==> config.mk <==
export PLATFORM = sky130hd
export DESIGN_NAME = rxcfg_bank
export DESIGN_NICKNAME = d
export VERILOG_FILES = /design/src/rxcfg_bank.v
export VERILOG_INCLUDE_DIRS = /design/src /design/src/src
export SDC_FILE = /design/constraint.sdc
export NUM_CORES = 1
export LEC_CHECK = 0
export ABC_AREA = 1
export BUFFER_PORTS_ARGS = -buffer_cell sky130_fd_sc_hd__buf_4
export CAP_MARGIN = 10
export CORE_MARGIN = 2
export CORE_UTILIZATION = 53
export CTS_BUF_LIST = sky130_fd_sc_hd__clkbuf_4
export DETAILED_ROUTE_END_ITERATION = 12
export PLACE_DENSITY_LB_ADDON = 0.2
export SETUP_SLACK_MARGIN = 0.4
export SYNTH_ARGS = -nofsm -noshare
export SYNTH_HDL_FRONTEND = slang
export SYNTH_SLANG_ARGS = --single-unit
==> constraint.sdc <==
create_clock -name i_clk -period 1.5 [get_ports i_clk]
set_clock_uncertainty 0.2 [all_clocks]
set_input_delay 0.15 -clock i_clk [delete_from_list [all_inputs] [get_ports i_clk]]
set_output_delay 0.15 -clock i_clk [all_outputs]
set_load 0.02 [all_outputs]
==> src/rxcfg_defines.vh <==
// Offsets, field positions, reset values and timing counts of the receiver configuration bank.
// Included by the bank module and its checker; holds definitions only.
`ifndef RXCFG_DEFINES_VH
`define RXCFG_DEFINES_VH

`define RXCFG_ADDR_W 6
`define RXCFG_OFS_CHANNEL_FILTER 6'h0a
`define RXCFG_OFS_MODE_GAIN 6'h0b
`define RXCFG_OFS_FIRST_GAIN 6'h0c

`define RXCFG_RST_CHANNEL_FILTER 8'h00
`define RXCFG_RST_MODE_GAIN 8'h1a
`define RXCFG_RST_FIRST_GAIN 8'hd8

`define RXCFG_BIT_CHANNEL_PICK 7
`define RXCFG_BIT_AM_DEMOD 6
`define RXCFG_LP_HI 5
`define RXCFG_LP_LO 3
`define RXCFG_ZERO_HI 2
`define RXCFG_ZERO_LO 0

`define RXCFG_BIT_LOW_POWER 7
`define RXCFG_BIT_LF_SPLIT 6
`define RXCFG_BIT_LF_ENABLE 5
`define RXCFG_BIT_AGC_EN 4
`define RXCFG_BIT_AGC_MODE 3
`define RXCFG_BIT_AGC_ALG 2
`define RXCFG_BIT_AUTO_SQUELCH 1
`define RXCFG_BIT_PM_MIX_CLK 0

`define RXCFG_AM_GAIN_HI 7
`define RXCFG_AM_GAIN_LO 5
`define RXCFG_PM_GAIN_HI 4
`define RXCFG_PM_GAIN_LO 2
`define RXCFG_BIT_CLIP 1
`define RXCFG_BIT_NFC_GAIN 0

// Squelch start delay after end of transmit, in picoseconds, and its cycle count at 5000 ps
`define RXCFG_SQUELCH_DELAY_PS 18880000
`define RXCFG_CLK_PERIOD_PS 5000
`define RXCFG_SQUELCH_DELAY_CYC ((`RXCFG_SQUELCH_DELAY_PS + `RXCFG_CLK_PERIOD_PS - 1) / `RXCFG_CLK_PERIOD_PS)
`define RXCFG_MASK_STEP_CARRIERS 64
`define RXCFG_MASK_MIN_STEPS 8'h04

`endif
==> src/rxcfg_bank.v <==
// Receiver configuration registers 0Ah..0Ch with decoded controls, squelch and receive masking.
// Assumes a host port that presents one-cycle write/read strobes with address and data,
// a carrier-period enable pulse, and end-of-transmit / set-default pulses from the device core.
`timescale 1ns/1ps
`include "rxcfg_defines.vh"

module rxcfg_bank #(
   parameter SQUELCH_DELAY_CYC = `RXCFG_SQUELCH_DELAY_CYC,
   parameter MASK_STEP_CARRIERS = `RXCFG_MASK_STEP_CARRIERS
) (
   // Clock and reset
   input wire i_clk,
   input wire i_rst_n,
   // Host register port
   input wire i_reg_wr,
   input wire i_reg_rd,
   input wire [`RXCFG_ADDR_W-1:0] i_reg_addr,
   input wire [7:0] i_reg_wdata,
   output reg [7:0] o_reg_rdata,
   output reg o_reg_rvalid,
   // Device core events and settings
   input wire i_set_default,
   input wire i_tx_end,
   input wire i_carrier_tick,
   input wire [7:0] i_mask_rx_steps,
   input wire i_am_chan_enabled,
   input wire i_pm_chan_enabled,
   input wire i_manual_chan_sel,
   input wire i_single_ended_drv,
   // Decoded analog controls
   output reg o_am_chan_on,
   output reg o_pm_chan_on,
   output reg o_framing_uses_pm,
   output reg o_am_demod_mixer,
   output reg [2:0] o_lowpass_code,
   output reg o_zero_setting_high,
   output reg o_zero_setting_mid,
   output reg o_zero_setting_low,
   output reg o_receiver_low_power,
   output reg o_low_freq_input_split,
   output reg o_lf_on_input,
   output reg o_agc_enable,
   output reg o_agc_whole_period,
   output reg o_agc_alg_reset,
   output reg o_pm_mixer_clock_source,
   output reg [2:0] o_am_first_stage_gain,
   output reg [2:0] o_pm_first_stage_gain,
   output reg o_clip_stages,
   output reg o_nfc_forced_gain,
   // Receive timing
   output reg o_squelch_active,
   output reg o_rx_masked
);

   reg [7:0] channel_filter_cfg;
   reg [7:0] mode_gain_cfg;
   reg [7:0] first_gain_cfg;

   // Register writes; set-default has priority over a same-cycle write
   reg [7:0] next_channel_filter_cfg;
   reg [7:0] next_mode_gain_cfg;
   reg [7:0] next_first_gain_cfg;
   wire wr_channel_filter = i_reg_wr && (i_reg_addr == `RXCFG_OFS_CHANNEL_FILTER);
   wire wr_mode_gain = i_reg_wr && (i_reg_addr == `RXCFG_OFS_MODE_GAIN);
   wire wr_first_gain = i_reg_wr && (i_reg_addr == `RXCFG_OFS_FIRST_GAIN);

   always @* begin
      next_channel_filter_cfg = channel_filter_cfg;
      next_mode_gain_cfg = mode_gain_cfg;
      next_first_gain_cfg = first_gain_cfg;
      if (i_set_default) begin
         next_channel_filter_cfg = `RXCFG_RST_CHANNEL_FILTER;
         next_mode_gain_cfg = `RXCFG_RST_MODE_GAIN;
         next_first_gain_cfg = `RXCFG_RST_FIRST_GAIN;
      end else begin
         if (wr_channel_filter) begin
            next_channel_filter_cfg = i_reg_wdata;
         end
         if (wr_mode_gain) begin
            next_mode_gain_cfg = i_reg_wdata;
         end
         if (wr_first_gain) begin
            next_first_gain_cfg = i_reg_wdata;
         end
      end
   end

   always @(posedge i_clk or negedge i_rst_n) begin
      if (!i_rst_n) begin
         channel_filter_cfg <= `RXCFG_RST_CHANNEL_FILTER;
         mode_gain_cfg <= `RXCFG_RST_MODE_GAIN;
         first_gain_cfg <= `RXCFG_RST_FIRST_GAIN;
      end else begin
         channel_filter_cfg <= next_channel_filter_cfg;
         mode_gain_cfg <= next_mode_gain_cfg;
         first_gain_cfg <= next_first_gain_cfg;
      end
   end

   // Read data, one cycle after the strobe; unmapped addresses read zero
   reg [7:0] next_rdata;
   always @* begin
      case (i_reg_addr)
         `RXCFG_OFS_CHANNEL_FILTER: next_rdata = channel_filter_cfg;
         `RXCFG_OFS_MODE_GAIN: next_rdata = mode_gain_cfg;
         `RXCFG_OFS_FIRST_GAIN: next_rdata = first_gain_cfg;
         default: next_rdata = 8'h00;
      endcase
   end

   always @(posedge i_clk or negedge i_rst_n) begin
      if (!i_rst_n) begin
         o_reg_rdata <= 8'h00;
         o_reg_rvalid <= 1'b0;
      end else begin
         o_reg_rvalid <= i_reg_rd;
         if (i_reg_rd) begin
            o_reg_rdata <= next_rdata;
         end
      end
   end

   // Decoded controls, registered
   wire pick_pm = channel_filter_cfg[`RXCFG_BIT_CHANNEL_PICK];
   wire one_chan = i_am_chan_enabled ^ i_pm_chan_enabled;
   wire both_chan = i_am_chan_enabled & i_pm_chan_enabled;

   reg next_am_chan_on;
   reg next_pm_chan_on;
   reg next_framing_uses_pm;
   reg next_am_demod_mixer;
   reg [2:0] next_lowpass_code;
   reg next_zero_setting_high;
   reg next_zero_setting_mid;
   reg next_zero_setting_low;
   reg next_receiver_low_power;
   reg next_low_freq_input_split;
   reg next_lf_on_input;
   reg next_agc_enable;
   reg next_agc_whole_period;
   reg next_agc_alg_reset;
   reg next_pm_mixer_clock_source;
   reg [2:0] next_am_first_stage_gain;
   reg [2:0] next_pm_first_stage_gain;
   reg next_clip_stages;
   reg next_nfc_forced_gain;

   always @* begin
      // Single channel: the pick bit chooses which one runs; both: both run
      next_am_chan_on = both_chan | (one_chan & ~pick_pm);
      next_pm_chan_on = both_chan | (one_chan & pick_pm);
      if (both_chan) begin
         // Automatic selection is decided elsewhere; only manual mode follows the bit
         next_framing_uses_pm = i_manual_chan_sel ? pick_pm : o_framing_uses_pm;
      end else begin
         next_framing_uses_pm = one_chan & pick_pm;
      end
      next_am_demod_mixer = channel_filter_cfg[`RXCFG_BIT_AM_DEMOD];
      next_lowpass_code = channel_filter_cfg[`RXCFG_LP_HI:`RXCFG_LP_LO];
      next_zero_setting_high = channel_filter_cfg[`RXCFG_ZERO_HI];
      next_zero_setting_mid = channel_filter_cfg[`RXCFG_ZERO_LO + 1];
      next_zero_setting_low = channel_filter_cfg[`RXCFG_ZERO_LO];
      next_receiver_low_power = mode_gain_cfg[`RXCFG_BIT_LOW_POWER];
      next_low_freq_input_split = mode_gain_cfg[`RXCFG_BIT_LF_SPLIT];
      next_lf_on_input = mode_gain_cfg[`RXCFG_BIT_LF_ENABLE];
      next_agc_enable = mode_gain_cfg[`RXCFG_BIT_AGC_EN];
      next_agc_whole_period = mode_gain_cfg[`RXCFG_BIT_AGC_MODE];
      next_agc_alg_reset = mode_gain_cfg[`RXCFG_BIT_AGC_ALG];
      // Single-ended driving has no usable driver output for the mixer
      next_pm_mixer_clock_source = mode_gain_cfg[`RXCFG_BIT_PM_MIX_CLK] | i_single_ended_drv;
      next_am_first_stage_gain = first_gain_cfg[`RXCFG_AM_GAIN_HI:`RXCFG_AM_GAIN_LO];
      next_pm_first_stage_gain = first_gain_cfg[`RXCFG_PM_GAIN_HI:`RXCFG_PM_GAIN_LO];
      next_clip_stages = first_gain_cfg[`RXCFG_BIT_CLIP];
      next_nfc_forced_gain = first_gain_cfg[`RXCFG_BIT_NFC_GAIN];
   end

   // Outputs decoded from the channel and filter register
   always @(posedge i_clk or negedge i_rst_n) begin
      if (!i_rst_n) begin
         o_am_chan_on <= 1'b0;
         o_pm_chan_on <= 1'b0;
         o_framing_uses_pm <= 1'b0;
         o_am_demod_mixer <= 1'b0;
         o_lowpass_code <= 3'h0;
         o_zero_setting_high <= 1'b0;
         o_zero_setting_mid <= 1'b0;
         o_zero_setting_low <= 1'b0;
      end else begin
         o_am_chan_on <= next_am_chan_on;
         o_pm_chan_on <= next_pm_chan_on;
         o_framing_uses_pm <= next_framing_uses_pm;
         o_am_demod_mixer <= next_am_demod_mixer;
         o_lowpass_code <= next_lowpass_code;
         o_zero_setting_high <= next_zero_setting_high;
         o_zero_setting_mid <= next_zero_setting_mid;
         o_zero_setting_low <= next_zero_setting_low;
      end
   end

   // Outputs decoded from the mode and gain-control register
   always @(posedge i_clk or negedge i_rst_n) begin
      if (!i_rst_n) begin
         o_receiver_low_power <= 1'b0;
         o_low_freq_input_split <= 1'b0;
         o_lf_on_input <= 1'b0;
         o_agc_enable <= 1'b0;
         o_agc_whole_period <= 1'b0;
         o_agc_alg_reset <= 1'b0;
         o_pm_mixer_clock_source <= 1'b0;
      end else begin
         o_receiver_low_power <= next_receiver_low_power;
         o_low_freq_input_split <= next_low_freq_input_split;
         o_lf_on_input <= next_lf_on_input;
         o_agc_enable <= next_agc_enable;
         o_agc_whole_period <= next_agc_whole_period;
         o_agc_alg_reset <= next_agc_alg_reset;
         o_pm_mixer_clock_source <= next_pm_mixer_clock_source;
      end
   end

   // Outputs decoded from the first-stage gain register
   always @(posedge i_clk or negedge i_rst_n) begin
      if (!i_rst_n) begin
         o_am_first_stage_gain <= 3'h0;
         o_pm_first_stage_gain <= 3'h0;
         o_clip_stages <= 1'b0;
         o_nfc_forced_gain <= 1'b0;
      end else begin
         o_am_first_stage_gain <= next_am_first_stage_gain;
         o_pm_first_stage_gain <= next_pm_first_stage_gain;
         o_clip_stages <= next_clip_stages;
         o_nfc_forced_gain <= next_nfc_forced_gain;
      end
   end

   // Mask receive timer: steps of MASK_STEP_CARRIERS carrier periods, at least four steps
   localparam CAR_W = 7;
   localparam DLY_W = 13;
   reg [7:0] mask_steps_left;
   reg [CAR_W-1:0] carrier_cnt;
   reg [DLY_W-1:0] squelch_dly;
   reg squelch_wait;
   wire [7:0] mask_load = (i_mask_rx_steps < `RXCFG_MASK_MIN_STEPS) ? `RXCFG_MASK_MIN_STEPS : i_mask_rx_steps;
   wire step_done = i_carrier_tick && (carrier_cnt == MASK_STEP_CARRIERS[CAR_W-1:0] - 1'b1);
   wire mask_expire = o_rx_masked && step_done && (mask_steps_left == 8'h01);

   // A new transmit end restarts the mask even while one is running
   reg [7:0] next_mask_steps_left;
   reg [CAR_W-1:0] next_carrier_cnt;
   reg next_rx_masked;

   always @* begin
      next_mask_steps_left = mask_steps_left;
      next_carrier_cnt = carrier_cnt;
      next_rx_masked = o_rx_masked;
      if (i_tx_end) begin
         next_mask_steps_left = mask_load;
         next_carrier_cnt = {CAR_W{1'b0}};
         next_rx_masked = 1'b1;
      end else if (o_rx_masked && i_carrier_tick) begin
         if (step_done) begin
            next_carrier_cnt = {CAR_W{1'b0}};
            next_mask_steps_left = mask_steps_left - 8'h01;
            next_rx_masked = ~mask_expire;
         end else begin
            next_carrier_cnt = carrier_cnt + 1'b1;
         end
      end
   end

   always @(posedge i_clk or negedge i_rst_n) begin
      if (!i_rst_n) begin
         mask_steps_left <= 8'h00;
         carrier_cnt <= {CAR_W{1'b0}};
         o_rx_masked <= 1'b0;
      end else begin
         mask_steps_left <= next_mask_steps_left;
         carrier_cnt <= next_carrier_cnt;
         o_rx_masked <= next_rx_masked;
      end
   end

   reg [DLY_W-1:0] next_squelch_dly;
   reg next_squelch_wait;
   reg next_squelch_active;

   // Automatic squelch: fixed delay after transmit end, released by mask expiry
   // The delay counter must hold the full start time at the block clock, hence its width
   always @* begin
      next_squelch_dly = squelch_dly;
      next_squelch_wait = squelch_wait;
      next_squelch_active = o_squelch_active;
      if (i_tx_end) begin
         next_squelch_dly = SQUELCH_DELAY_CYC[DLY_W-1:0] - 1'b1;
         next_squelch_wait = mode_gain_cfg[`RXCFG_BIT_AUTO_SQUELCH];
         next_squelch_active = 1'b0;
      end else if (mask_expire) begin
         next_squelch_wait = 1'b0;
         next_squelch_active = 1'b0;
      end else if (squelch_wait) begin
         if (squelch_dly == {DLY_W{1'b0}}) begin
            next_squelch_wait = 1'b0;
            next_squelch_active = 1'b1;
         end else begin
            next_squelch_dly = squelch_dly - 1'b1;
         end
      end
   end

   always @(posedge i_clk or negedge i_rst_n) begin
      if (!i_rst_n) begin
         squelch_dly <= {DLY_W{1'b0}};
         squelch_wait <= 1'b0;
         o_squelch_active <= 1'b0;
      end else begin
         squelch_dly <= next_squelch_dly;
         squelch_wait <= next_squelch_wait;
         o_squelch_active <= next_squelch_active;
      end
   end

endmodule

==> flow_summary.json <==
{
  "yosysWarnings": 0,
  "wl_met3_um": 608,
  "die_w_um": 92.59,
  "post-route-period-util_pct": 117.3,
  "finalPower_mw": 5.843,
  "syn_nets": 533,
  "max_freq_mhz": 568.2,
  "cts_tree": "built",
  "vias": 4148,
  "finalSetupViolCount": 31,
  "setup_tns_ns": -4.906,
  "drt-initial-drc-count": 258,
  "crit_chain": "inv_2, buf_4, buf_6, buf_6, ha_4, inv_1, o21ai_1, nand3_1, nand2_1, nand2_1, o21ai_1",
  "area_growth_pct": 52.41,
  "rows": 32,
  "endpoint_kind": "flop",
  "relSlewSlack_pct": 75.30,
  "ys_seq_elements": 89,
  "fin_nets": 709,
  "max-vdd-ir-drop_mv": 0.7632,
  "wl_met2_um": 6568,
  "drc": 0,
  "fin_cells": 777,
  "fill_cells": 426,
  "synth_mux_area_share_pct": 0,
  "first_pass_iters": 6,
  "critPathKind": "reg2reg",
  "final_area_mm2": 0.006339,
  "clock_latency_ns": 0.46,
  "die_h_um": 92.59,
  "clkSinkCount": 89,
  "synth-simple-area-share_pct": 29.54,
  "dp.cells": 709,
  "dr.max_layer_used": "met4",
  "wl_met1_um": 4596,
  "path_buf_inv": 5,
  "status": "complete, but fails checks",
  "viasPerCell": 5.338,
  "core-area_mm2": 0.007647,
  "max_stage_delay_ns": 0.43,
  "grt-ovfl-total": 0,
  "layout_min_cycle_time_ns": 1.760,
  "start_util_pct": 54.38,
  "synth_compound_area_share_pct": 7.792,
  "ys_seq_area_share_pct": 53.76,
  "cts_htree_levels": 3,
  "dp_hpwl_um": 7300,
  "syn_inst": 494,
  "finalHoldViolCount": 51,
  "cp.arrival_ns": 1.96,
  "grt_usage_pct": 28.27,
  "synth_cell_types": 36,
  "synthAdderAreaFrac_pct": 1.805,
  "place_ws_ns": -0.1882,
  "rsz0062_at_grt": "true",
  "reg2reg_slack_ns": -0.26,
  "cp_max_fo": 5,
  "grt_first_pass_wirelength_um": 19000,
  "io_pins": 69,
  "p_leak_nw": 3.081,
  "final_critical_path_setup_slack_ns": -0.2601,
  "root_buffer": "clkbuf_4",
  "maxCapViolCount": 0,
  "grt_pass1_vias": 4079,
  "wl_um": 12180,
  "path_delay_family": "flip-flops",
  "antenna_left": 0,
  "cts_buffer_depth": 2,
  "portBuffers": 68,
  "wire_per_inst_um": 15.68,
  "synth_top_family_by_area": "simple AND/OR/NAND/NOR gates",
  "layout_common_cells": "nand2_1, buf_4, dfrtp_1, buf_6, nand3_1",
  "diodes": 0,
  "maxSlewViolCount": 0,
  "layout_commonest_cell": "nand2_1",
  "drive_above_1_share_pct": 38.37,
  "failed_checks": "negative hold slack, negative setup slack",
  "syn_area_per_cell_um2": 8.419,
  "die_area_mm2": 0.008572,
  "grt_max_degree": 38,
  "min_path_type": "in2reg",
  "worstPathRequired_ns": 1.70,
  "cts.clk_slew.worst_paths_ns": 0.15,
  "post_dp_cell_area_mm2": 0.005329,
  "cts-buffers-inserted": 9,
  "place_congestion": 0.9115,
  "antenna_found_initial": 0,
  "synth_xor_xnor_area_share_pct": 1.264,
  "cp-start-kind": "flop",
  "worst_pin_slew_ns": 0.3693,
  "synth_area_mm2": 0.004159,
  "p_per_area_mw_per_mm2": 921.9,
  "whs_ns": -0.1572,
  "crit_path_top_delay_cell": "dfrtp_1"
}
## registers in the layout, indices dropped and copies added (netlist names), 3 cells and up
name,flops
o_pm_first_stage_gain,3
o_reg_rdata,8
channel_filter_cfg,8
o_am_first_stage_gain,3
first_gain_cfg,8
mask_steps_left,8
carrier_cnt,7
o_lowpass_code,3
mode_gain_cfg,8
squelch_dly,13
## report_power, final
group / internal [mW] / total [mW] / switching, mW
sequential: 2.61 / 2.77 / 0.164
combinational: 0.790 / 1.63 / 0.842
clock: 0.551 / 1.44 / 0.889
## layer usage
metal | vias to the layer above | track usage [%]
li1 | 1965 | -
met1 | 2008 | 34.26
met2 | 138 | 50.91
met3 | 37 | 3.743
met4 | 0 | 11.32
met5 | - | 0
## kinds of logic after synthesis
logic type / Yosys count
flops: 89
fa+ha+maj: 6
compound gates: 60
buf+inv: 58
simple gates: 275
xor+xnor: 6
## final timing paths
check | startpoint | end | depth (start not counted)
min in group asynchronous | i_rst_n | mask_steps_left[5]$_DFFE_PN0P_ | 2
worst min register to register | first_gain_cfg[1]$_DFFE_PN0P_ | o_clip_stages$_DFF_PN0_ | 0
worst max register to register | mask_steps_left[1]$_DFFE_PN0P_ | mask_steps_left[6]$_DFFE_PN0P_ | 11
max in group asynchronous | i_rst_n | first_gain_cfg[6]$_DFFE_PN1P_ | 3
worst max-delay path | mask_steps_left[1]$_DFFE_PN0P_ | mask_steps_left[6]$_DFFE_PN0P_ | 11
worst min-delay path | i_pm_chan_enabled | o_pm_chan_on$_DFF_PN0_ | 4
## area by class of cell
class / count / area, um^2 / share of cell area, %
sequential: 89 / 2237 / 35.29
multi-input combinational: 347 / 1996 / 31.48
timing repair buffer: 177 / 1630 / 25.72
inverter: 46 / 200.2 / 3.158
tap: 102 / 127.6 / 2.013
clock buffer: 10 / 75.07 / 1.184
clock inverter: 6 / 72.57 / 1.145
## cells in the mapped netlist (all sizes together)
cell type,n,area (um^2)
nor2,48,215.2
clkbuf,3,11.26
buf,9,55.05
nor3,1,5.000
o211ai,2,15.01
o21bai,1,7.510
dfstp,7,183.9
nand3b,3,22.52
nand4,10,62.56
xor2,4,35.03
o21ai,44,220.2
a31o,1,8.760
or2,4,25.02
and2,1,6.260
o22ai,3,18.77
nand3,63,327.8
nand2,145,564.3
xnor2,2,17.52
o311ai,1,8.760
a31oi,2,12.51
dfrtp,82,2052
inv,45,171.4
o31ai,1,7.510
a21oi,5,25.02
clkinv,1,5.000
ha,6,75.07
## timing repair
| item | in CTS | in global routing |
|---|---|---|
| hold buffers | 26 | 2 |
| endpoints found under the hold margin | 151 | 56 |
| endpoints found under the setup margin | 72 | 99 |
| cloned | 0 | 1 |
| resized for setup | 61 | 50 |
| setup buffers | 14 | 12 |
| pin swaps | 18 | 25 |
## through the flow
stage / util (%) / hold WS (ns)
2_1_floorplan: - / -0.3456
3_3_place_gp: 69.68 / -0.1241
3_5_place_dp: 69.68 / -0.1271
4_1_cts: 79.50 / -0.1609
5_1_grt: 82.89 / -0.1398
6_report: 82.89 / -0.1572
## worst min-delay path: cells and delay by family
kind	cells	cell delay, ns
AND/OR/NAND/NOR	2	0.12
buffers and inverters	1	0.08
adder cells (fa/ha/maj)	1	0.13
No activity file was read; power rests on OpenSTA's default activity.
